--- src/dram_ctl_pkg.sv ---
// constants and carrier types for the single-bit dynamic ram controller
// assumes one 250 MHz clock; all strobe timing is counted in cycles of it
// Notes on behaviour
// - wait 200 us, then eight row-strobe cycles
// - never place write edge between both windows
// - hold write strobe high after read strobes rise
// - random cycle at least 200/220/260 ns
// - read-modify-write cycle at least 235/265/310 ns
// - rmw row strobe low at least 140/165/200
// - rmw column strobe low at least 85/105/125
// - column strobe 25 to 50 ns after row
// - page cycle no faster than 100/120/145 ns
// - page read-write cycle at least 130/160/190
// - page column precharge at least 40/50/60
// - write low 30/40/45 ns before row rises
// - nine row bits, then nine column bits
// - refresh every row within four milliseconds
// - refresh 256 rows by row strobe only
package dram_ctl_pkg;
  localparam int CLK_MHZ = 250;
  // slowest grade figures in ns, so one controller serves all grades
  localparam int POWERUP_US = 200;
  localparam int INIT_CYCLES = 8;
  localparam int RCD_NS = 30;
  localparam int RAC_NS = 150;
  localparam int RAS_LOW_NS = 150;
  localparam int RRW_NS = 200;
  localparam int CAS_LOW_NS = 75;
  localparam int CRW_NS = 125;
  localparam int RP_NS = 100;
  localparam int RC_NS = 260;
  localparam int RWC_NS = 310;
  localparam int CP_NS = 60;
  localparam int WRL_NS = 45;
  localparam int CAC_NS = 75;
  localparam int REF_MS = 4;
  localparam int REF_ROWS = 256;
  // least times round up
  localparam int POWERUP_CYC = POWERUP_US * CLK_MHZ;
  localparam int RCD_CYC = (RCD_NS * CLK_MHZ + 999) / 1000;
  localparam int RAS_CYC = (RAS_LOW_NS * CLK_MHZ + 999) / 1000;
  localparam int RRW_CYC = (RRW_NS * CLK_MHZ + 999) / 1000;
  localparam int CAS_CYC = (CAS_LOW_NS * CLK_MHZ + 999) / 1000;
  localparam int CRW_CYC = (CRW_NS * CLK_MHZ + 999) / 1000;
  localparam int RP_CYC = (RP_NS * CLK_MHZ + 999) / 1000;
  localparam int CP_CYC = (CP_NS * CLK_MHZ + 999) / 1000;
  localparam int WRL_CYC = (WRL_NS * CLK_MHZ + 999) / 1000;
  localparam int CAC_CYC = (CAC_NS * CLK_MHZ + 999) / 1000;
  localparam int RAC_CYC = (RAC_NS * CLK_MHZ + 999) / 1000;
  localparam int RC_CYC = (RC_NS * CLK_MHZ + 999) / 1000;
  localparam int RWC_CYC = (RWC_NS * CLK_MHZ + 999) / 1000;
  // refresh interval: 4 ms spread over 256 rows, rounded down, with margin
  localparam int REF_INT_CYC = (REF_MS * 1000 * CLK_MHZ) / REF_ROWS - 64;
  localparam int CNT_W = 20;

  typedef enum logic [3:0] {
    ST_POWERUP, ST_INIT_RAS, ST_INIT_PRE, ST_IDLE, ST_ROW, ST_RCD,
    ST_COL, ST_RMW_WR, ST_CAS_PRE, ST_RAS_END, ST_PRE, ST_REF
  } state_t;

  typedef struct packed {
    logic [8:0] addr;
    logic ras_n;
    logic cas_n;
    logic we_n;
    logic din;
  } pins_t;

  typedef struct packed {
    logic [17:0] addr;
    logic write;
    logic rmw;
    logic wdata;
  } req_t;

  typedef struct packed {
    state_t st;
    logic [CNT_W-1:0] cnt;
    logic [CNT_W-1:0] cyc;
    logic [CNT_W-1:0] ref_cnt;
    logic ref_due;
    logic [3:0] init_n;
    logic [7:0] ref_row;
    req_t req;
    pins_t pins;
    logic rdata;
    logic rvalid;
    logic ready;
  } ctl_state_t;
endpackage

--- src/dram_ctl.sv ---
// controller driving a 256K x 1 dynamic ram through its strobe pins
// assumes the memory sits directly on these pins and data returns on read_bit
`timescale 1ns/10ps
module dram_ctl #(
  parameter int POWERUP_CYCLES = dram_ctl_pkg::POWERUP_CYC,
  parameter int REFRESH_INTERVAL = dram_ctl_pkg::REF_INT_CYC
) (
  // clock and reset
  input wire logic ref_clk,
  input wire logic sys_rst,
  // user request side
  input wire logic req_valid,
  input wire dram_ctl_pkg::req_t req_in,
  output logic req_ready,
  output logic rd_valid,
  output logic rd_data,
  // memory pins
  output logic [8:0] muxed_address_pins,
  output logic ras_n,
  output logic cas_n,
  output logic we_n,
  output logic serial_bit_in,
  input wire logic read_bit
);
  dram_ctl_pkg::ctl_state_t s_reg, s_next;

  function automatic logic [dram_ctl_pkg::CNT_W-1:0] cyc(input int n);
    cyc = dram_ctl_pkg::CNT_W'(n);
  endfunction

  // next-state logic for the whole controller
  always_comb begin
    s_next = s_reg;
    s_next.rvalid = 1'b0;
    s_next.ready = 1'b0;
    s_next.cnt = s_reg.cnt + cyc(1);
    s_next.cyc = s_reg.cyc + cyc(1);
    case (s_reg.st)
      dram_ctl_pkg::ST_POWERUP: begin
        if (s_reg.cnt >= cyc(POWERUP_CYCLES)) begin
          s_next.st = dram_ctl_pkg::ST_INIT_RAS;
          s_next.cnt = '0;
          s_next.pins.ras_n = 1'b0;
        end
      end
      dram_ctl_pkg::ST_INIT_RAS: begin
        if (s_reg.cnt >= cyc(dram_ctl_pkg::RAS_CYC - 1)) begin
          s_next.pins.ras_n = 1'b1;
          s_next.st = dram_ctl_pkg::ST_INIT_PRE;
          s_next.cnt = '0;
          s_next.init_n = s_reg.init_n + 4'h1;
        end
      end
      dram_ctl_pkg::ST_INIT_PRE: begin
        // high long enough that each activation also meets the full cycle time
        if (s_reg.cnt >= cyc(dram_ctl_pkg::RC_CYC - dram_ctl_pkg::RAS_CYC - 1)) begin
          s_next.cnt = '0;
          if (s_reg.init_n >= 4'(dram_ctl_pkg::INIT_CYCLES)) begin
            s_next.st = dram_ctl_pkg::ST_IDLE;
          end else begin
            s_next.st = dram_ctl_pkg::ST_INIT_RAS;
            s_next.pins.ras_n = 1'b0;
          end
        end
      end
      dram_ctl_pkg::ST_IDLE: begin
        s_next.cyc = '0;
        s_next.cnt = '0;
        if (s_reg.ref_due) begin
          // row-only refresh, column strobe stays high
          s_next.ref_due = 1'b0;
          s_next.pins.addr = {1'b0, s_reg.ref_row};
          s_next.ref_row = s_reg.ref_row + 8'h01;
          s_next.st = dram_ctl_pkg::ST_REF;
        end else if (req_valid) begin
          s_next.req = req_in;
          s_next.ready = 1'b1;
          s_next.pins.addr = req_in.addr[17:9];
          s_next.st = dram_ctl_pkg::ST_ROW;
        end
      end
      dram_ctl_pkg::ST_ROW: begin
        // row address set up one cycle before the strobe falls
        s_next.pins.ras_n = 1'b0;
        // early write: we low ahead of column strobe keeps output floating
        s_next.pins.we_n = ~(s_reg.req.write & ~s_reg.req.rmw);
        s_next.pins.din = s_reg.req.wdata;
        s_next.cyc = '0;
        s_next.cnt = '0;
        s_next.st = dram_ctl_pkg::ST_RCD;
      end
      dram_ctl_pkg::ST_RCD: begin
        if (s_reg.cnt == '0) begin
          s_next.pins.addr = s_reg.req.addr[8:0];
        end
        // column strobe falls at the minimum row-to-column delay
        if (s_reg.cnt >= cyc(dram_ctl_pkg::RCD_CYC - 1)) begin
          s_next.pins.cas_n = 1'b0;
          s_next.cnt = '0;
          s_next.st = dram_ctl_pkg::ST_COL;
        end
      end
      dram_ctl_pkg::ST_COL: begin
        // sample after column access time; output floats before that
        // the row access time is the later one at minimum row-to-column delay
        if (!s_reg.req.write && s_reg.cyc == cyc(dram_ctl_pkg::RAC_CYC)) begin
          s_next.rdata = read_bit;
          s_next.rvalid = 1'b1;
        end
        if (s_reg.req.rmw && s_reg.cyc == cyc(dram_ctl_pkg::RAC_CYC)) begin
          // write edge well after both strobes: read-write cycle
          s_next.rdata = read_bit;
          s_next.rvalid = 1'b1;
          s_next.pins.we_n = 1'b0;
          s_next.cnt = '0;
          s_next.st = dram_ctl_pkg::ST_RMW_WR;
        end else if (!s_reg.req.rmw && s_reg.cyc >= cyc(dram_ctl_pkg::RAC_CYC)) begin
          s_next.pins.cas_n = 1'b1;
          s_next.cnt = '0;
          s_next.st = dram_ctl_pkg::ST_RAS_END;
        end
      end
      dram_ctl_pkg::ST_RMW_WR: begin
        // write low long enough before strobes rise, cas width for rmw
        if (s_reg.cnt >= cyc(dram_ctl_pkg::CRW_CYC)) begin
          s_next.pins.cas_n = 1'b1;
          s_next.cnt = '0;
          s_next.st = dram_ctl_pkg::ST_RAS_END;
        end
      end
      dram_ctl_pkg::ST_RAS_END: begin
        // row strobe held for its longer rmw width and write lead
        if (s_reg.cyc >= cyc(s_reg.req.rmw ? dram_ctl_pkg::RRW_CYC : dram_ctl_pkg::RAS_CYC)
            && s_reg.cnt >= cyc(dram_ctl_pkg::WRL_CYC)) begin
          s_next.pins.ras_n = 1'b1;
          s_next.cnt = '0;
          s_next.st = dram_ctl_pkg::ST_PRE;
        end
      end
      dram_ctl_pkg::ST_REF: begin
        // strobe falls one cycle after the refresh row is set up
        s_next.pins.ras_n = 1'b0;
        if (s_reg.cyc >= cyc(dram_ctl_pkg::RAS_CYC)) begin
          s_next.pins.ras_n = 1'b1;
          s_next.cnt = '0;
          s_next.st = dram_ctl_pkg::ST_PRE;
        end
      end
      dram_ctl_pkg::ST_PRE: begin
        // write strobe raised only after row strobe is back high
        s_next.pins.we_n = 1'b1;
        // precharge then full cycle time, rmw uses the longer one
        if (s_reg.cnt >= cyc(dram_ctl_pkg::RP_CYC)
            && s_reg.cyc >= cyc(s_reg.req.rmw ? dram_ctl_pkg::RWC_CYC : dram_ctl_pkg::RC_CYC))
            begin
          s_next.req.rmw = 1'b0;
          s_next.st = dram_ctl_pkg::ST_IDLE;
        end
      end
      default: s_next.st = dram_ctl_pkg::ST_IDLE;
    endcase
    // refresh timer runs always; placed last so a new due flag beats the clear
    if (s_reg.ref_cnt >= cyc(REFRESH_INTERVAL)) begin
      s_next.ref_cnt = '0;
      s_next.ref_due = 1'b1;
    end else begin
      s_next.ref_cnt = s_reg.ref_cnt + cyc(1);
    end
  end

  // state register; page mode is not issued, so page limits are never approached
  always_ff @(posedge ref_clk or posedge sys_rst) begin
    if (sys_rst) begin
      s_reg <= '{st: dram_ctl_pkg::ST_POWERUP, cnt: '0, cyc: '0, ref_cnt: '0,
                 ref_due: 1'b0, init_n: 4'h0, ref_row: 8'h00, req: '0,
                 pins: '{addr: 9'h000, ras_n: 1'b1, cas_n: 1'b1, we_n: 1'b1, din: 1'b0},
                 rdata: 1'b0, rvalid: 1'b0, ready: 1'b0};
    end else begin
      s_reg <= s_next;
    end
  end

  // outputs straight from flops, except req_ready, decoded from the state and ref_due flops
  assign req_ready = s_reg.st == dram_ctl_pkg::ST_IDLE && !s_reg.ref_due;
  assign rd_valid = s_reg.rvalid;
  assign rd_data = s_reg.rdata;
  assign muxed_address_pins = s_reg.pins.addr;
  assign ras_n = s_reg.pins.ras_n;
  assign cas_n = s_reg.pins.cas_n;
  assign we_n = s_reg.pins.we_n;
  assign serial_bit_in = s_reg.pins.din;
endmodule

--- config.mk ---
export PLATFORM = sky130hd
export DESIGN_NAME = dram_ctl
export DESIGN_NICKNAME = d
export VERILOG_FILES = /design/src/dram_ctl_pkg.sv /design/src/dram_ctl.sv
export SDC_FILE = /design/constraint.sdc
export NUM_CORES = 1
export LEC_CHECK = 0
export BUFFER_PORTS_ARGS = -buffer_cell sky130_fd_sc_hd__buf_2
export CAP_MARGIN = 5
export CORE_MARGIN = 4
export CORE_UTILIZATION = 45
export CTS_BUF_LIST = sky130_fd_sc_hd__clkbuf_4
export CTS_CLUSTER_SIZE = 24
export DETAILED_ROUTE_END_ITERATION = 8
export GPL_TIMING_DRIVEN = 0
export HOLD_SLACK_MARGIN = 0.06
export PLACE_DENSITY_LB_ADDON = 0.08
export SLEW_MARGIN = 5
export SYNTH_ARGS = -nofsm -noshare
export SYNTH_HDL_FRONTEND = slang
export SYNTH_SLANG_ARGS = --single-unit
--- constraint.sdc ---
create_clock -name ref_clk -period 3.7 [get_ports ref_clk]
set_input_delay 0.74 -clock ref_clk [delete_from_list [all_inputs] [get_ports ref_clk]]
set_output_delay 0.74 -clock ref_clk [all_outputs]
set_load 0.005 [all_outputs]
==> summary.txt, run 1 <==
Status
  – Status: finished clean

Timing
  – Worst Max-Slew Pin Slew: about 0.74 ns
  – Fmax: around 340 MHz
  – Fin Clk Skew: 0.0235 ns
  – Unrepaired setup endpoints after global routing: no
  – Tmin final: 2.91 ns
  – Worst slew margin: 0.505
  – Final number of hold-violating endpoints: 0
  – Final setup fails: 0
  – Final period util: 0.786
  – Fin. max-slew vios: 0

Finish
  – Fillers: between 1000 and 1500
  – Reg area: roughly 0.0026 mm2
  – Area of the multi-input gates: 0.00277 mm2
  – Final nets: 657
  – Final core occ: 0.512
  – Layout area overhead: 10.9%
  – Share of layout cells above drive strength 1: 0.203
  – Final Cell Area: 0.00621 mm2
  – Post-route insts no fill: 788
  – Largest register FFs: 89
  – ANT cells: 0

Pwr
  – Peak supply drop: 0.177 mV
  – Power Density: 288 mW/mm2
  – Lkg Pwr: 0.00273 uW

Drt
  – DR top layer: met4
  – # DRC: 0
  – 1st-pass router iterations: 4
  – DR WL/cell: 14.5 um
  – Routed WL: roughly 11000 um
  – Met1 wire length: about 5200 um
  – DR vias/cell: 5.25
  – DR WL met2: 5660 um
  – Via Count: 4135
  – Metal3 WL: 395 um
  – First-iteration detailed-routing DRC count: about 210
  – Post-route ant nets: 0

Clock tree
  – Post-CTS setup buffers: 0
  – CTS root buf: clkbuf_4
  – Clock Pin Slew Worst Setup and Hold Paths: 0.16 ns
  – H-tree depth: 3
  – Clock Latency Late Sink: 0.48 ns
  – CTS Sinks: 104
  – # hold bufs at CTS: 0
  – Clk buf depth: 2
  – CTS tree: yes
  – CTS Buf Count: 9
  – Post-CTS sizing: 0

Die
  – Horiz. Die Dim: ~120 um
  – Die area: roughly 0.014 mm2
  – I/O pins: between 40 and 50
  – Core footprint: 0.0121 mm2
  – Die Ht: 120 um
  – Site Rows: 40
  – Initial Util: 0.462

Synth
  – Avg Cell Area, Syn: 10.1 um2
  – Share of the synthesized area in the top cell type: 0.452
  – Largest cells by area after synthesis: dfrtp_1, xor2_1, nor2_1, ha_1, xnor2_1
  – EDFF count, synth: 0
  – Register area share after synthesis: 0.466
  – Synth cell types: 65
  – Main synth FF type: dfrtp_1
  – FF+latch count, synth: 104
  – Gate Count Post-Synth: roughly 560
  – Syn. warnings: 0
  – Top cells by count, synth: dfrtp_1, nor2_1, nand2_1
  – Synth area leader: dfrtp_1
  – Ys async rst share: 1.00
  – Mapped Area: 0.00560 mm2
  – Most frequent cell after synthesis: dfrtp_1

Critical path
  – Reg2reg end: s_reg[106]$_DFF_PP0_
  – Worst Path Class, Setup: reg -> out
  – CP required: 2.96 ns
  – Reg2Reg Depth: 9
  – CP Capture Type: output pin
  – Worst Path Max Fanout: 10
  – Crit path DAT: about 2.2 ns
  – Register-to-register setup slack: 1.23 ns
  – Worst r2r src: s_reg[17]$_DFFE_PP0P_
  – CP startpoint kind: flip-flop

GRT
  – Initial antenna violation count: 0
  – Grt ovf: 0
  – First-pass GRT wire length: 19600 um
  – Largest net degree at the start of global routing: 63
  – Vias in the first global route: roughly 4100
  – Total GRT Usage: 0.168

Placed design
  – Cells after DPL: 772
  – Hpwl dp: between 8000 and 9000 um
  – Dpl cell area: 0.00606 mm2
  – PortBufs: 40
  – Routability Congestion: 0.888

Worst hold path
  – Worst min-delay path category: in -> async

Run
  – Max_cap viols: 0
-- area by class of cell --
type,instances,area share
Clock buffer,10,0.0121
Multi-Input combinational cell,411,0.446
Clock inverter,6,0.0111
Inverter,14,0.00887
Buffer,34,0.0315
Sequential cell,104,0.420
Tap cell,168,0.0339
Timing Repair Buffer,41,0.0367
-- metrics by stage --
step,TNS [ns],worst slack [ns],power [uW],hold slack [ns]
after floorplan,0,0.233,1180,0.445
after global placement,-102.83,-1.03,1200,0.461
after detailed placement,0,1.25,1210,0.470
after CTS,0,0.732,1830,0.272
after global routing,0,0.595,1870,0.309
final,0,0.793,1790,0.307
-- worst max-delay path by stage --
| stage | start | end | slack (ns) |
|---|---|---|---|
| 6_report | s_reg[112]$_DFFE_PP0P_ | req_ready | 0.79 |
| 5_1_grt | s_reg[112]$_DFFE_PP0P_ | req_ready | 0.59 |
| 4_1_cts | s_reg[112]$_DFFE_PP0P_ | req_ready | 0.73 |
| 3_5_place_dp | s_reg[17]$_DFFE_PP0P_ | s_reg[91]$_DFF_PP0_ | 1.25 |
| 3_3_place_gp | sys_rst | muxed_address_pins[6]$_DFFE_PP0P_ | -1.03 |
| 2_1_floorplan | sys_rst | muxed_address_pins[0]$_DFFE_PP0P_ | 0.23 |
-- critical path, stage by stage, from the launching register on --
cell and delay, ns:
dfrtp_1 0.45, clkbuf_1 0.24, nor2_1 0.32, nand2_1 0.24, nor2_1 0.27, buf_2 0.17
-- cell usage in the layout (no fill, tap or decap), types with 3 or more instances in the layout --
cell type and n:
clkbuf_1 14, nor3b_1 3, nand4_1 21, nand3_1 21, nor4_1 8, clkinvlp_4 3, buf_6 3, conb_1 8
dfrtp_1 101, xnor2_1 23, xor2_1 31, and3_1 12, or3_1 3, ha_1 17, a21o_1 6, clkbuf_4 10
buf_2 46, mux2_1 13, a21oi_1 7, dfstp_2 3, and4_1 5, nor2b_1 4, nor3_1 11, nor2_2 19
inv_1 12, nor2_1 57, mux2_2 12, a22oi_1 8, a211oi_1 6, nor4_2 5, o21ai_0 20, buf_4 10
nand2_1 46, nand2b_1 4, and2_1 4
-- cell families (layout without fill, tap and decap cells) --
family	after synthesis	in the layout	synth area share
fa+ha+maj	17	17	0.0380
other cells	1	8	0.000670
compound gates	73	73	0.0917
simple gates	232	232	0.221
buf+inv	48	105	0.0443
xor+xnor	54	54	0.0845
mux	27	27	0.0539
flops	104	104	0.466
-- per-layer routing --
layer,track usage,vias up
met3,0.0386,18
met4,0.0551,0
met2,0.279,72
met5,0,-
li1,-,2055
met1,0.218,1990
-- where the power goes --
group | switching [uW] | internal (uW)
Clock | 387 | 217
Sequential | 1.32 | 1140
Combinational | 27.9 | 12.7
Total | 416 | 1370
Power figures use the tool's default switching activity.
==> run 2: changes to the inputs <==
Clock period 3.7 ns to 2.4 ns, I/O delays scaled along.
==> run 2 against run 1 <==
  * First-iteration DRC count increased by 26%
  * Clock skew grew 0.0013 ns
  * Final area up 0.99%
  * Global-route usage up 0.40 points
  * Clock power is 47% higher
  * Final cell count grew 0.51%
  * Largest power group unchanged
  * Via count is 0.27% lower
  * Count of clock-buffer cells in the layout down 1
  * Non-clock buffer count rose by 4
  * Flip-flop and latch count did not move
==> summary.txt, run 2 (synthesis results as in run 1) <==
Critical path
  – CP startpoint kind: flip-flop
  – Worst Path Class, Setup: reg -> reg
  – CP required: 2.78 ns (-0.18 ns)
  – Reg2reg end: s_reg[112]$_DFFE_PP0P_
  – Crit path DAT: 2.73 ns (+0.56 ns)
  – Critical-path cell list: ha_1, nand2b_1, a211o_1, a211oi_1, o31a_1, nand4b_2, mux2_1
  – Register-to-register setup slack: 0.04 ns (-1.19 ns)
  – Worst Path Max Fanout: 5 (-5)
  – Reg2Reg Depth: 7 (-2)
  – Worst r2r src: s_reg[90]$_DFF_PP0_
  – Largest delay share family, worst path: compound AO/OA/AOI/OAI gates
  – Buf+Inv Stages, Crit Path: 0 (-2)
  – CP Capture Type: flip-flop
  – Slowest cell on the critical path: dfrtp_1
  – Slowest stage delay, CP: 0.47 ns (+0.02 ns)

Drt
  – # DRC: 0 (unchanged)
  – DR vias/cell: 5.21 (-0.77%)
  – Routed WL: 11600 um (+1.4%)
  – First-iteration detailed-routing DRC count: 263 (+26%)
  – Via Count: 4124 (-0.27%)
  – Post-route ant nets: 0 (unchanged)
  – 1st-pass router iterations: 4 (unchanged)
  – DR WL/cell: 14.6 um (+0.91%)

Pwr
  – Total Power: 2720 uW (+52%)
  – Power Density: 434 mW/mm2 (+51%)
  – Peak supply drop: 0.270 mV (+53%)
  – Lkg Pwr: 0.00274 uW (+0.68%)

Finish
  – Largest register FFs: 89 (unchanged)
  – Fillers: 1155 (-1.9%)
  – Final Cell Area: 0.00627 mm2 (+0.99%)
  – ANT cells: 0 (unchanged)
  – Share of layout cells above drive strength 1: 0.218 (+0.0147)
  – Commonest non-fill, non-tap cells in the layout: dfrtp_1, nor2_1, buf_2, nand2_1, xor2_1
  – Layout area overhead: 12.0%
  – Commonest non-fill, non-tap cell in the layout: dfrtp_1
  – Post-route insts no fill: 792 (+0.51%)
  – Final nets: 661 (+0.61%)

Clock tree
  – CTS tree: yes
  – Clock Pin Slew Worst Setup and Hold Paths: 0.15 ns (about the same)
  – CTS Buf Count: 9 (unchanged)
  – Clk buf depth: 2 (unchanged)
  – CTS Sinks: 104 (unchanged)
  – CTS root buf: clkbuf_4
  – Clock Latency Late Sink: 0.49 ns (about the same)
  – H-tree depth: 3 (unchanged)

Placed design
  – Dpl cell area: 0.00608 mm2 (+0.23%)
  – PortBufs: 40 (unchanged)
  – Cells after DPL: 773 (+0.13%)
  – Routability Congestion: 0.887 (-0.17%)
  – Hpwl dp: 8480 um (+0.89%)

Timing
  – Final setup fails: 0 (unchanged)
  – Tmin final: about 2.4 ns
  – Fin. max-slew vios: 0 (unchanged)
  – Worst Max-Slew Pin Slew: 0.656 ns (-0.0845 ns)
  – Worst slew margin: 0.562 (+0.0572)
  – Fmax: 424 MHz
  – Fin Clk Skew: 0.0248 ns (+0.00130 ns)
  – Final period util: 0.982
  – Final number of hold-violating endpoints: 0 (unchanged)
  – Unrepaired setup endpoints after global routing: yes

Die
  – Core footprint: 0.0121 mm2 (unchanged)
  – Site Rows: 40 (unchanged)
  – I/O pins: 41 (unchanged)
  – Die Ht: 120 um (unchanged)
  – Initial Util: 0.462 (unchanged)
  – Horiz. Die Dim: 120 um (unchanged)
  – Die area: 0.0143 mm2 (unchanged)

Run
  – Max_cap viols: 0 (unchanged)

GRT
  – Largest net degree at the start of global routing: 40 (-37%)
  – First-pass GRT wire length: 20300 um (+3.6%)
  – Initial antenna violation count: 0 (unchanged)
  – Grt ovf: 0 (unchanged)
  – Total GRT Usage: 0.172 (+0.00404)
  – Vias in the first global route: 4174 (+2.2%)

Status
  – Status: finished clean

Worst hold path
  – Hold Crit Endpoint: s_reg[23]$_DFFE_PP0P_
  – Worst min-delay path category: in -> reg
  – Hold path start: req_in[7]
  – WHS Path Cells: 2
## run 2: cell type report
cell class              count  area [um2]  share of cell area
clock buffers               9        67.6              0.0108
flip-flops and latches    104        2610               0.416
clock inverters             7        62.6             0.00998
inverters                  14        56.3             0.00898
multi-input cells         411        2800               0.446
well taps                 168         210              0.0335
plain buffers              34         199              0.0317
repair buffers             45         265              0.0423
## run 2: worst register-to-register path: cells and delay by family, from the launching register on
kind,cells,cell delay [ns]
and+or+nand+nor,2,0.40
adders and majority gates,1,0.22
muxes,1,0.34
DFF,1,0.47
AOI/OAI and AO/OA,3,0.83
## run 2: routing by layer
metal / GRT usage / wire length, um
met1: 0.221 / 5270
met2: 0.292 / 5830
met3: 0.0438 / 372
met4: 0.0429 / 129
met5: 0 / 0
## run 2: per-stage QoR
stage / utilization / hold slack, ns / setup WS, ns / setup TNS (ns)
6_report: 0.517 / 0.199 / 0.0438 / 0
5_1_grt: 0.517 / 0.160 / -0.0498 / -0.690
4_1_cts: 0.515 / 0.153 / 0.00384 / 0
3_5_place_dp: 0.502 / 0.477 / -0.0130 / -0.159
3_3_place_gp: 0.498 / 0.460 / -0.0368 / -3.20
2_1_floorplan: - / 0.445 / 0.251 / 0
## run 2: repair_timing
action	4_1_cts	5_1_grt
hold endpoints to repair	22	0
gates resized for setup	8	7
endpoints found under the setup margin	22	32
pin swaps	0	1
buffers inserted	0	2
cloned	0	0
hold buffers	1	0
## run 2: worst max path at each step
stage	startpoint	end	slack, ns	depth (start not counted)
global route	s_reg[17]$_DFFE_PP0P_	s_reg[91]$_DFF_PP0_	-0.05	9
CTS	s_reg[110]$_DFFE_PP0P_	req_ready	0.004	5
floorplan	s_reg[17]$_DFFE_PP0P_	ras_n$_DFFE_PP1P_	0.25	8
global placement	sys_rst	s_reg[68]$_DFF_PP0_	-0.04	2
finish	s_reg[90]$_DFF_PP0_	s_reg[112]$_DFFE_PP0P_	0.04	7
detailed placement	s_reg[17]$_DFFE_PP0P_	s_reg[100]$_DFF_PP0_	-0.01	9
## run 2: power by group
part	leakage, uW	internal [uW]	switching, uW
clock	0.0000668	307	583
sequential	0.00132	1760	1.81
combinational	0.00135	22.6	43.6
total	0.00274	2090	629
